==> config.mk <==
export PLATFORM = sky130hd
export DESIGN_NAME = ioag_top
export DESIGN_NICKNAME = d
export VERILOG_FILES = /design/src/hdl/ioag_pkg.sv /design/src/hdl/ioag_addr_calc.sv /design/src/hdl/ioag_top.sv
export SDC_FILE = /design/constraint.sdc
export NUM_CORES = 1
export LEC_CHECK = 0
export BUFFER_PORTS_ARGS = -buffer_cell sky130_fd_sc_hd__buf_2
export CORE_ASPECT_RATIO = 0.5
export CORE_MARGIN = 8
export CORE_UTILIZATION = 32
export CTS_CLUSTER_SIZE = 30
export DETAILED_ROUTE_END_ITERATION = 16
export PLACE_DENSITY = 0.62
export SYNTH_ARGS = -nofsm -noshare
export SYNTH_HDL_FRONTEND = slang
export SYNTH_HIERARCHICAL = 1
export SYNTH_SLANG_ARGS = --single-unit
==> constraint.sdc <==
create_clock -name ref_clk_i -period 2.23 [get_ports ref_clk_i]
set_input_delay 0.223 -clock ref_clk_i [delete_from_list [all_inputs] [get_ports ref_clk_i]]
set_output_delay 0.223 -clock ref_clk_i [all_outputs]
set_load 0.05 [all_outputs]
==> src/hdl/ioag_pkg.sv <==
// Package of constants for the indexed offset address generator
package ioag_pkg;

  // ****************************************************************
  // Widths
  // ****************************************************************
  localparam int unsigned DATA_ADDR_W = 12;   // 4096-byte data space
  localparam int unsigned FILE_W      = 8;    // File operand field
  localparam int unsigned BANK_W      = 4;    // Bank select width

  // ****************************************************************
  // Address map constants
  // ****************************************************************
  localparam logic [FILE_W-1:0]      OFFSET_LIMIT    = 8'h5f;  // Top remapped operand
  localparam logic [FILE_W-1:0]      ACCESS_SPLIT    = 8'h60;  // Low/high access half
  localparam logic [BANK_W-1:0]      ACCESS_HI_BANK  = 4'hf;   // Upper access half bank
  localparam logic [BANK_W-1:0]      ACCESS_LO_BANK  = 4'h0;   // Lower access half bank

  // ****************************************************************
  // Register offsets on the plain register port
  // ****************************************************************
  localparam logic [3:0] REG_CFG      = 4'h0;  // Extension enable bit
  localparam logic [3:0] REG_BANK     = 4'h1;  // Bank select register
  localparam logic [3:0] REG_FP_LO    = 4'h2;  // Frame pointer low byte
  localparam logic [3:0] REG_FP_HI    = 4'h3;  // Frame pointer high nibble
  localparam logic [3:0] REG_STATUS   = 4'h4;  // Last address, low byte
  localparam logic [3:0] REG_STATUS_H = 4'h5;  // Last address high + mode flags

  // ****************************************************************
  // Field positions and reset values
  // ****************************************************************
  localparam int unsigned CFG_XEN_BIT   = 0;      // Enable bit position
  localparam logic        CFG_XEN_RST   = 1'b0;   // Extension off after reset
  localparam logic [BANK_W-1:0]      BANK_RST = 4'h0;    // Bank select reset
  localparam logic [DATA_ADDR_W-1:0] FP_RST   = 12'h000; // Frame pointer reset

  // ****************************************************************
  // Address mode encoding
  // ****************************************************************
  typedef enum logic [2:0] {
    IOAG_MODE_ACCESS  = 3'b001,  // Literal access bank
    IOAG_MODE_BANKED  = 3'b010,  // Literal banked
    IOAG_MODE_INDEXED = 3'b100   // Frame pointer plus offset
  } ioag_mode_t;

endpackage : ioag_pkg

==> src/hdl/ioag_addr_calc.sv <==
// Combinational effective address calculation for one file operand
module ioag_addr_calc
  import ioag_pkg::*;
(
  // Operand
  input  wire logic [FILE_W-1:0]      file_i,
  input  wire logic                   access_sel_i,
  // Mode and pointers
  input  wire logic                   ext_en_i,
  input  wire logic [BANK_W-1:0]      bank_i,
  input  wire logic [DATA_ADDR_W-1:0] fp_i,
  // Result
  output      logic [DATA_ADDR_W-1:0] addr_o,
  output      ioag_mode_t             mode_o
);

  // ****************************************************************
  // Address selection
  // ****************************************************************
  logic [DATA_ADDR_W-1:0] sum;  // Pointer plus offset, carry dropped

  // Only the low file range is remapped; the carry is dropped on purpose
  always_comb
  begin
    sum = fp_i + {{(DATA_ADDR_W-FILE_W){1'b0}}, file_i};
    if (access_sel_i)
    begin
      // Banked literal, extension has no say here
      addr_o = {bank_i, file_i};
      mode_o = IOAG_MODE_BANKED;
    end
    else if (ext_en_i && (file_i <= OFFSET_LIMIT))
    begin
      // Frame relative; a zero pointer lands on the old access RAM
      addr_o = sum;
      mode_o = IOAG_MODE_INDEXED;
    end
    else
    begin
      // Literal access bank, split into low RAM and high registers
      addr_o = (file_i >= ACCESS_SPLIT) ? {ACCESS_HI_BANK, file_i}
                                        : {ACCESS_LO_BANK, file_i};
      mode_o = IOAG_MODE_ACCESS;
    end
  end

endmodule : ioag_addr_calc

==> src/hdl/ioag_top.sv <==
// Indexed offset address generator for byte and bit oriented operands
//
// The address map and the address-and-strobe port were left to the implementer.
module ioag_top
  import ioag_pkg::*;
(
  // Clock, reset, enable
  input  wire logic                   ref_clk_i,
  input  wire logic                   rst_n_i,
  input  wire logic                   clk_en_i,
  // Decoded operand from instruction decode
  input  wire logic                   op_valid_i,
  input  wire logic                   op_is_byte_i,
  input  wire logic [FILE_W-1:0]      op_file_i,
  input  wire logic                   op_access_sel_i,
  input  wire logic                   op_dest_i,
  // Register port
  input  wire logic [3:0]             reg_addr_i,
  input  wire logic [7:0]             reg_wdata_i,
  input  wire logic                   reg_wr_i,
  input  wire logic                   reg_rd_i,
  output      logic [7:0]             reg_rdata_o,
  // Data memory address path
  output      logic                   addr_valid_o,
  output      logic [DATA_ADDR_W-1:0] addr_o,
  output      logic                   dest_file_o,
  output      logic                   indexed_o,
  output      logic                   ext_en_o
);

  // ****************************************************************
  // Configuration registers
  // ****************************************************************
  logic                   ext_en_r,  ext_en_nxt;   // Extension enable
  logic [BANK_W-1:0]      bank_r,    bank_nxt;     // Bank select register
  logic [DATA_ADDR_W-1:0] fp_r,      fp_nxt;       // Frame pointer register

  // Software writes steer the address path
  // A write in the same cycle as an operand only reaches the next operand,
  // so the decode never sees a pointer that changes within its own cycle
  // Indices 4 and 5 are status words and ignore writes
  // Hazard: the pointer is written a byte at a time, so software should not
  // let operands run between the two halves of a pointer update
  always_comb
  begin
    ext_en_nxt = ext_en_r;
    bank_nxt   = bank_r;
    fp_nxt     = fp_r;
    if (reg_wr_i)
    begin
      case (reg_addr_i)
        REG_CFG:   ext_en_nxt = reg_wdata_i[CFG_XEN_BIT];
        REG_BANK:  bank_nxt   = reg_wdata_i[BANK_W-1:0];
        REG_FP_LO: fp_nxt     = {fp_r[DATA_ADDR_W-1:8], reg_wdata_i};
        REG_FP_HI: fp_nxt     = {reg_wdata_i[DATA_ADDR_W-9:0], fp_r[7:0]};
        default:   ext_en_nxt = ext_en_r;  // Unmapped or read-only: ignored
      endcase
    end
  end

  // Register the configuration; the clock enable freezes it
  // Reset wins over the clock enable so a frozen core still comes up clean
  always_ff @(posedge ref_clk_i)
  begin
    if (!rst_n_i)
    begin
      ext_en_r <= CFG_XEN_RST;
      bank_r   <= BANK_RST;
      fp_r     <= FP_RST;
    end
    else if (clk_en_i)
    begin
      ext_en_r <= ext_en_nxt;
      bank_r   <= bank_nxt;
      fp_r     <= fp_nxt;
    end
  end

  // ****************************************************************
  // Address calculation
  // ****************************************************************
  logic [DATA_ADDR_W-1:0] calc_addr;  // Combinational effective address
  ioag_mode_t             calc_mode;  // Which form was picked

  // Byte and bit forms share one calculator, so they cannot drift apart
  // It works on the registered pointer and bank, never on this cycle's write
  ioag_addr_calc u_calc (
    .file_i       (op_file_i),
    .access_sel_i (op_access_sel_i),
    .ext_en_i     (ext_en_r),
    .bank_i       (bank_r),
    .fp_i         (fp_r),
    .addr_o       (calc_addr),
    .mode_o       (calc_mode)
  );

  // ****************************************************************
  // Output stage
  // ****************************************************************
  logic                   addr_valid_r, addr_valid_nxt;  // Address strobe
  logic [DATA_ADDR_W-1:0] addr_r,       addr_nxt;        // Effective address
  logic                   dest_r,       dest_nxt;        // Destination select
  logic                   indexed_r,    indexed_nxt;     // Indexed form used

  // One cycle of latency; the address is held between operands
  // Holding the address keeps the status read stable while the core idles
  // The strobe itself drops as soon as no operand is offered
  always_comb
  begin
    addr_valid_nxt = op_valid_i;
    addr_nxt       = addr_r;
    dest_nxt       = dest_r;
    indexed_nxt    = indexed_r;
    if (op_valid_i)
    begin
      addr_nxt    = calc_addr;
      // Bit forms have no destination bit; they always write the file
      dest_nxt    = op_is_byte_i ? op_dest_i : 1'b1;
      indexed_nxt = (calc_mode == IOAG_MODE_INDEXED);
    end
  end

  // Register the outputs
  always_ff @(posedge ref_clk_i)
  begin
    if (!rst_n_i)
    begin
      addr_valid_r <= 1'b0;
      addr_r       <= '0;
      dest_r       <= 1'b0;
      indexed_r    <= 1'b0;
    end
    else if (clk_en_i)
    begin
      addr_valid_r <= addr_valid_nxt;
      addr_r       <= addr_nxt;
      dest_r       <= dest_nxt;
      indexed_r    <= indexed_nxt;
    end
  end

  // ****************************************************************
  // Read port
  // ****************************************************************
  logic [7:0] rdata_r, rdata_nxt;  // Read data, valid one cycle after strobe

  // Read data only in the cycle after the strobe, zero otherwise
  // Zero outside the read cycle lets several register ports be ORed together
  // Limitation: the status pair is two reads, so it is not sampled atomically
  always_comb
  begin
    rdata_nxt = 8'h00;
    if (reg_rd_i)
    begin
      case (reg_addr_i)
        REG_CFG:      rdata_nxt = {7'h00, ext_en_r};
        REG_BANK:     rdata_nxt = {4'h0, bank_r};
        REG_FP_LO:    rdata_nxt = fp_r[7:0];
        REG_FP_HI:    rdata_nxt = {4'h0, fp_r[DATA_ADDR_W-1:8]};
        REG_STATUS:   rdata_nxt = addr_r[7:0];
        REG_STATUS_H: rdata_nxt = {2'h0, indexed_r, addr_valid_r, addr_r[DATA_ADDR_W-1:8]};
        default:      rdata_nxt = 8'h00;  // Unmapped reads zero
      endcase
    end
  end

  // Register read data
  always_ff @(posedge ref_clk_i)
  begin
    if (!rst_n_i)
      rdata_r <= 8'h00;
    else if (clk_en_i)
      rdata_r <= rdata_nxt;
  end

  // ****************************************************************
  // Outputs, all straight from flip-flops
  // ****************************************************************
  // Nothing combinational reaches a pin, so the core sees clean timing
  assign reg_rdata_o  = rdata_r;
  assign addr_valid_o = addr_valid_r;
  assign addr_o       = addr_r;
  assign dest_file_o  = dest_r;
  assign indexed_o    = indexed_r;
  assign ext_en_o     = ext_en_r;
endmodule : ioag_top

==> results.cfg <==
[run_status]
status = completed

[logic_synthesis]
synth_top_flop_cell = dfxtp_1
yosysWarnings = 6
synth-edff-count = 0
synth_top_cell_by_area = dfxtp_1
ys_ff_latch = 40
netlist_top_cells_area = dfxtp_1 32%, nand2_1 7.9%, mux2i_1 6.4%
synthArstFlopShare_pct = 0
synth_top_area_share_pct = 31.8
synth_cell_type_count = 55
syn-instance-count = 305
syn_area_sq_mm = 0.00252
yosysSeqAreaShare_pct = 31.8
postSynthAreaPerCell_sq_um = 8.25
syn-num-nets = 343

[worst_hold_path]
min_path_type = in2reg
holdPathStages = 3
hp-start = reg_wdata_i[5]
min_to = fp_r[5]$_SDFFE_PN0P_

[grt]
grt_pass1_vias = 2354
grt_first_pass_wirelength_mm = 12.4
grt_overflow = 0
grt_start_max_net_pins = 33
antenna_found_initial = 0
grt_use_total_pct = 13.8

[clock_tree]
clock-sinks = 40
post_cts.repair.setup_buffers = 0
htree_num_levels = 2
clk-insertion-delay-late_ns = 0.28
clk_path_buf_depth = 2
path_clk_slew_ns = 0.06
cts_tree = built
root_buffer = clkbuf_16
cts_made_buffers = 5

[finish]
diodes = 0
final_util_pct = 40.2
final_cells = 462
nets = 392
final_area_sq_mm = 0.00301
area_growth_pct = 19.6
drive_gt1_share_pct = 20.6

[critical_path]
required_ns = 2.43
path_class = reg2reg
path_depth = 9
worst_setup_path_end_kind = register
critical-path-slowest-cell = fa_1
startpoint_type = register
r2r-start = fp_r[0]$_SDFFE_PN0P_
cp.arrival_ns = 2.29
ff2ff_path_depth = 9
slowest_delay_ns = 0.39
timing.rr.end = addr_o[8]$_SDFFE_PN0P_
crit_buf_inv = 1
critPathTopFamily = adder cells
path_max_fanout = 4
crit_path_cell_trace = ha_1, inv_1, fa_1, nand2b_1, a211oi_4, nor4_1, nor3_1, nand2_1, a21boi_0
r2r_slack_ns = 0.14

[route]
firstDrtPassIters = 4
drtAntennaViolNets = 0
drt_wl_total_mm = 7.63
vias = 2395
drtIter0Drc = 270
via_per_inst = 5.18
wl_per_cell_microns = 16.5
drc = 0

[timing]
skew_ns = 0.00365
setup_ws_ns = 0.141
fmax_mhz = 479
min_period_ns = 2.09
max_slew_margin_pct = 72.6
rsz0062_at_grt = yes
period_share_pct = 93.7
setup_viol = 0
slew_viol_final = 0
hold_viol = 0
tightest_slew_ns = 0.400

[placement]
place_inst = 455
post-dp-hpwl_mm = 5.95
gp_congestion = 0.844
post_dp_cell_area_sq_mm = 0.00286
port_buffers = 52
place_ws_ns = 0.0677

[floorplan]
core_area_sq_mm = 0.00749
start_util_pct = 33.6
rows = 22
die_area_sq_mm = 0.0111
ioPinCount = 53
die_w_microns = 141
die_y_microns = 78.7

[flow_run]
drv_cap = 0

[power_and_ir_drop]
p_leak_nw = 1.25
ir_drop_uv = 309
power.density_mw_per_mm2 = 555
==> area by class of cell <==
class / count / area (sq um)
clock buffer: 6 / 129
clock inverter: 1 / 5.00
fill: 793 / 4480
inverter: 8 / 30.0
multi-input combinational: 242 / 1610
sequential: 40 / 801
tap: 108 / 135
timing repair buffer: 57 / 298
==> metrics by stage <==
| stage | setup TNS [ns] | hold slack, ns | total power, mW |
|---|---|---|---|
| floorplan | 0 | 0.358 | 0.916 |
| global placement | 0 | 0.433 | 0.999 |
| detailed placement | 0 | 0.447 | 0.999 |
| CTS | 0 | 0.203 | 1.68 |
| global route | -0.0301 | 0.213 | 1.73 |
| finish | 0 | 0.203 | 1.67 |
==> layout by cell type (no fill, tap or decap), drive strengths merged, types with 3 or more instances in the layout <==
| master | netlist | final |
|---|---|---|
| nand2b | 4 | 4 |
| a211oi | 3 | 3 |
| o22ai | 4 | 4 |
| nand4 | 4 | 4 |
| buf | 8 | 57 |
| ha | 8 | 8 |
| and2 | 4 | 4 |
| nand2 | 53 | 53 |
| mux2i | 16 | 16 |
| clkbuf | 7 | 6 |
| inv | 8 | 8 |
| o21ai | 12 | 12 |
| a22oi | 4 | 4 |
| o211ai | 3 | 3 |
| and3 | 3 | 3 |
| a211o | 3 | 3 |
| a21o | 4 | 4 |
| mux2 | 3 | 3 |
| nor3 | 4 | 4 |
| nand3 | 15 | 15 |
| dfxtp | 40 | 40 |
| a21boi | 22 | 22 |
| nor2b | 16 | 16 |
| o211a | 3 | 3 |
| xor2 | 3 | 3 |
| a21oi | 9 | 9 |
| o21a | 5 | 5 |
| nor2 | 11 | 11 |
==> per-layer routing <==
layer  share of wire (%)  vias up  global-route usage (%)
met2                  42       69                    21.2
met4                 1.3        0                    4.36
li1                    -     1193                       -
met5                   0        -                       0
met1                  50     1124                    19.3
met3                 7.0        9                    2.63
==> registers in the layout, summed over array words and instances, names as in the netlist <==
name / flops
addr_o: 12
addr_valid_o: 1
bank_r: 4
dest_file_o: 1
ext_en_o: 1
fp_r: 12
indexed_o: 1
reg_rdata_o: 8
==> what timing repair did <==
item                                    CTS  global route
endpoints found under the setup margin    0             3
gates resized for setup                   0             3
hold buffers                              0             0
==> worst register-to-register path: cells and delay by family (launching register included) <==
kind	cells	cell delay (ns)
compound gates	2	0.43
simple gates	4	0.55
fa+ha+maj	2	0.60
flops	1	0.35
buf+inv	1	0.07
==> worst max-delay path by stage <==
stage / from / to / slack [ns]
after floorplan: fp_r[0]$_SDFFE_PN0P_ / addr_o[8]$_SDFFE_PN0P_ / 0.31
after global placement: fp_r[0]$_SDFFE_PN0P_ / addr_o[8]$_SDFFE_PN0P_ / 0.16
after detailed placement: fp_r[0]$_SDFFE_PN0P_ / addr_o[8]$_SDFFE_PN0P_ / 0.07
after CTS: fp_r[0]$_SDFFE_PN0P_ / addr_o[8]$_SDFFE_PN0P_ / 0.04
after global routing: fp_r[0]$_SDFFE_PN0P_ / addr_o[8]$_SDFFE_PN0P_ / -0.03
final: fp_r[0]$_SDFFE_PN0P_ / addr_o[8]$_SDFFE_PN0P_ / 0.14
==> where the power goes <==
| part | leakage [nW] | switching, mW | internal, mW |
|---|---|---|---|
| logic | 0.859 | 0.158 | 0.0844 |
| clock network | 0.0667 | 0.278 | 0.407 |
| registers | 0.324 | 0.0137 | 0.729 |
==> kinds of logic (layout without fill, tap and decap cells) <==
family | Yosys count | count (layout) | share of synthesized area, %
simple gates | 129 | 129 | 26.6
flops | 40 | 40 | 31.8
fa+ha+maj | 9 | 9 | 4.77
mux | 19 | 19 | 7.71
buf+inv | 23 | 72 | 4.62
compound gates | 82 | 82 | 23.5
xor+xnor | 3 | 3 | 1.04
==> Yosys cell counts (all sizes together), types with 2 or more instances <==
cell,n
nor3,4
a211oi,3
a211o,3
a22o,2
nor2b,16
and2b,2
buf,8
or3b,2
nand4,4
o31ai,2
nor2,11
a21oi,9
nor4,2
or3,2
o211a,3
mux2i,16
a21o,4
ha,8
a21boi,22
nand3,15
a222oi,2
nor3b,2
o21ai,12
a22oi,4
and3,3
o22ai,4
o211ai,3
nand2b,4
xor2,3
nand2,53
clkbuf,7
and2,4
o21a,5
nand3b,2
inv,8
mux2,3
dfxtp,40
No activity file was read; power rests on OpenSTA's default activity.
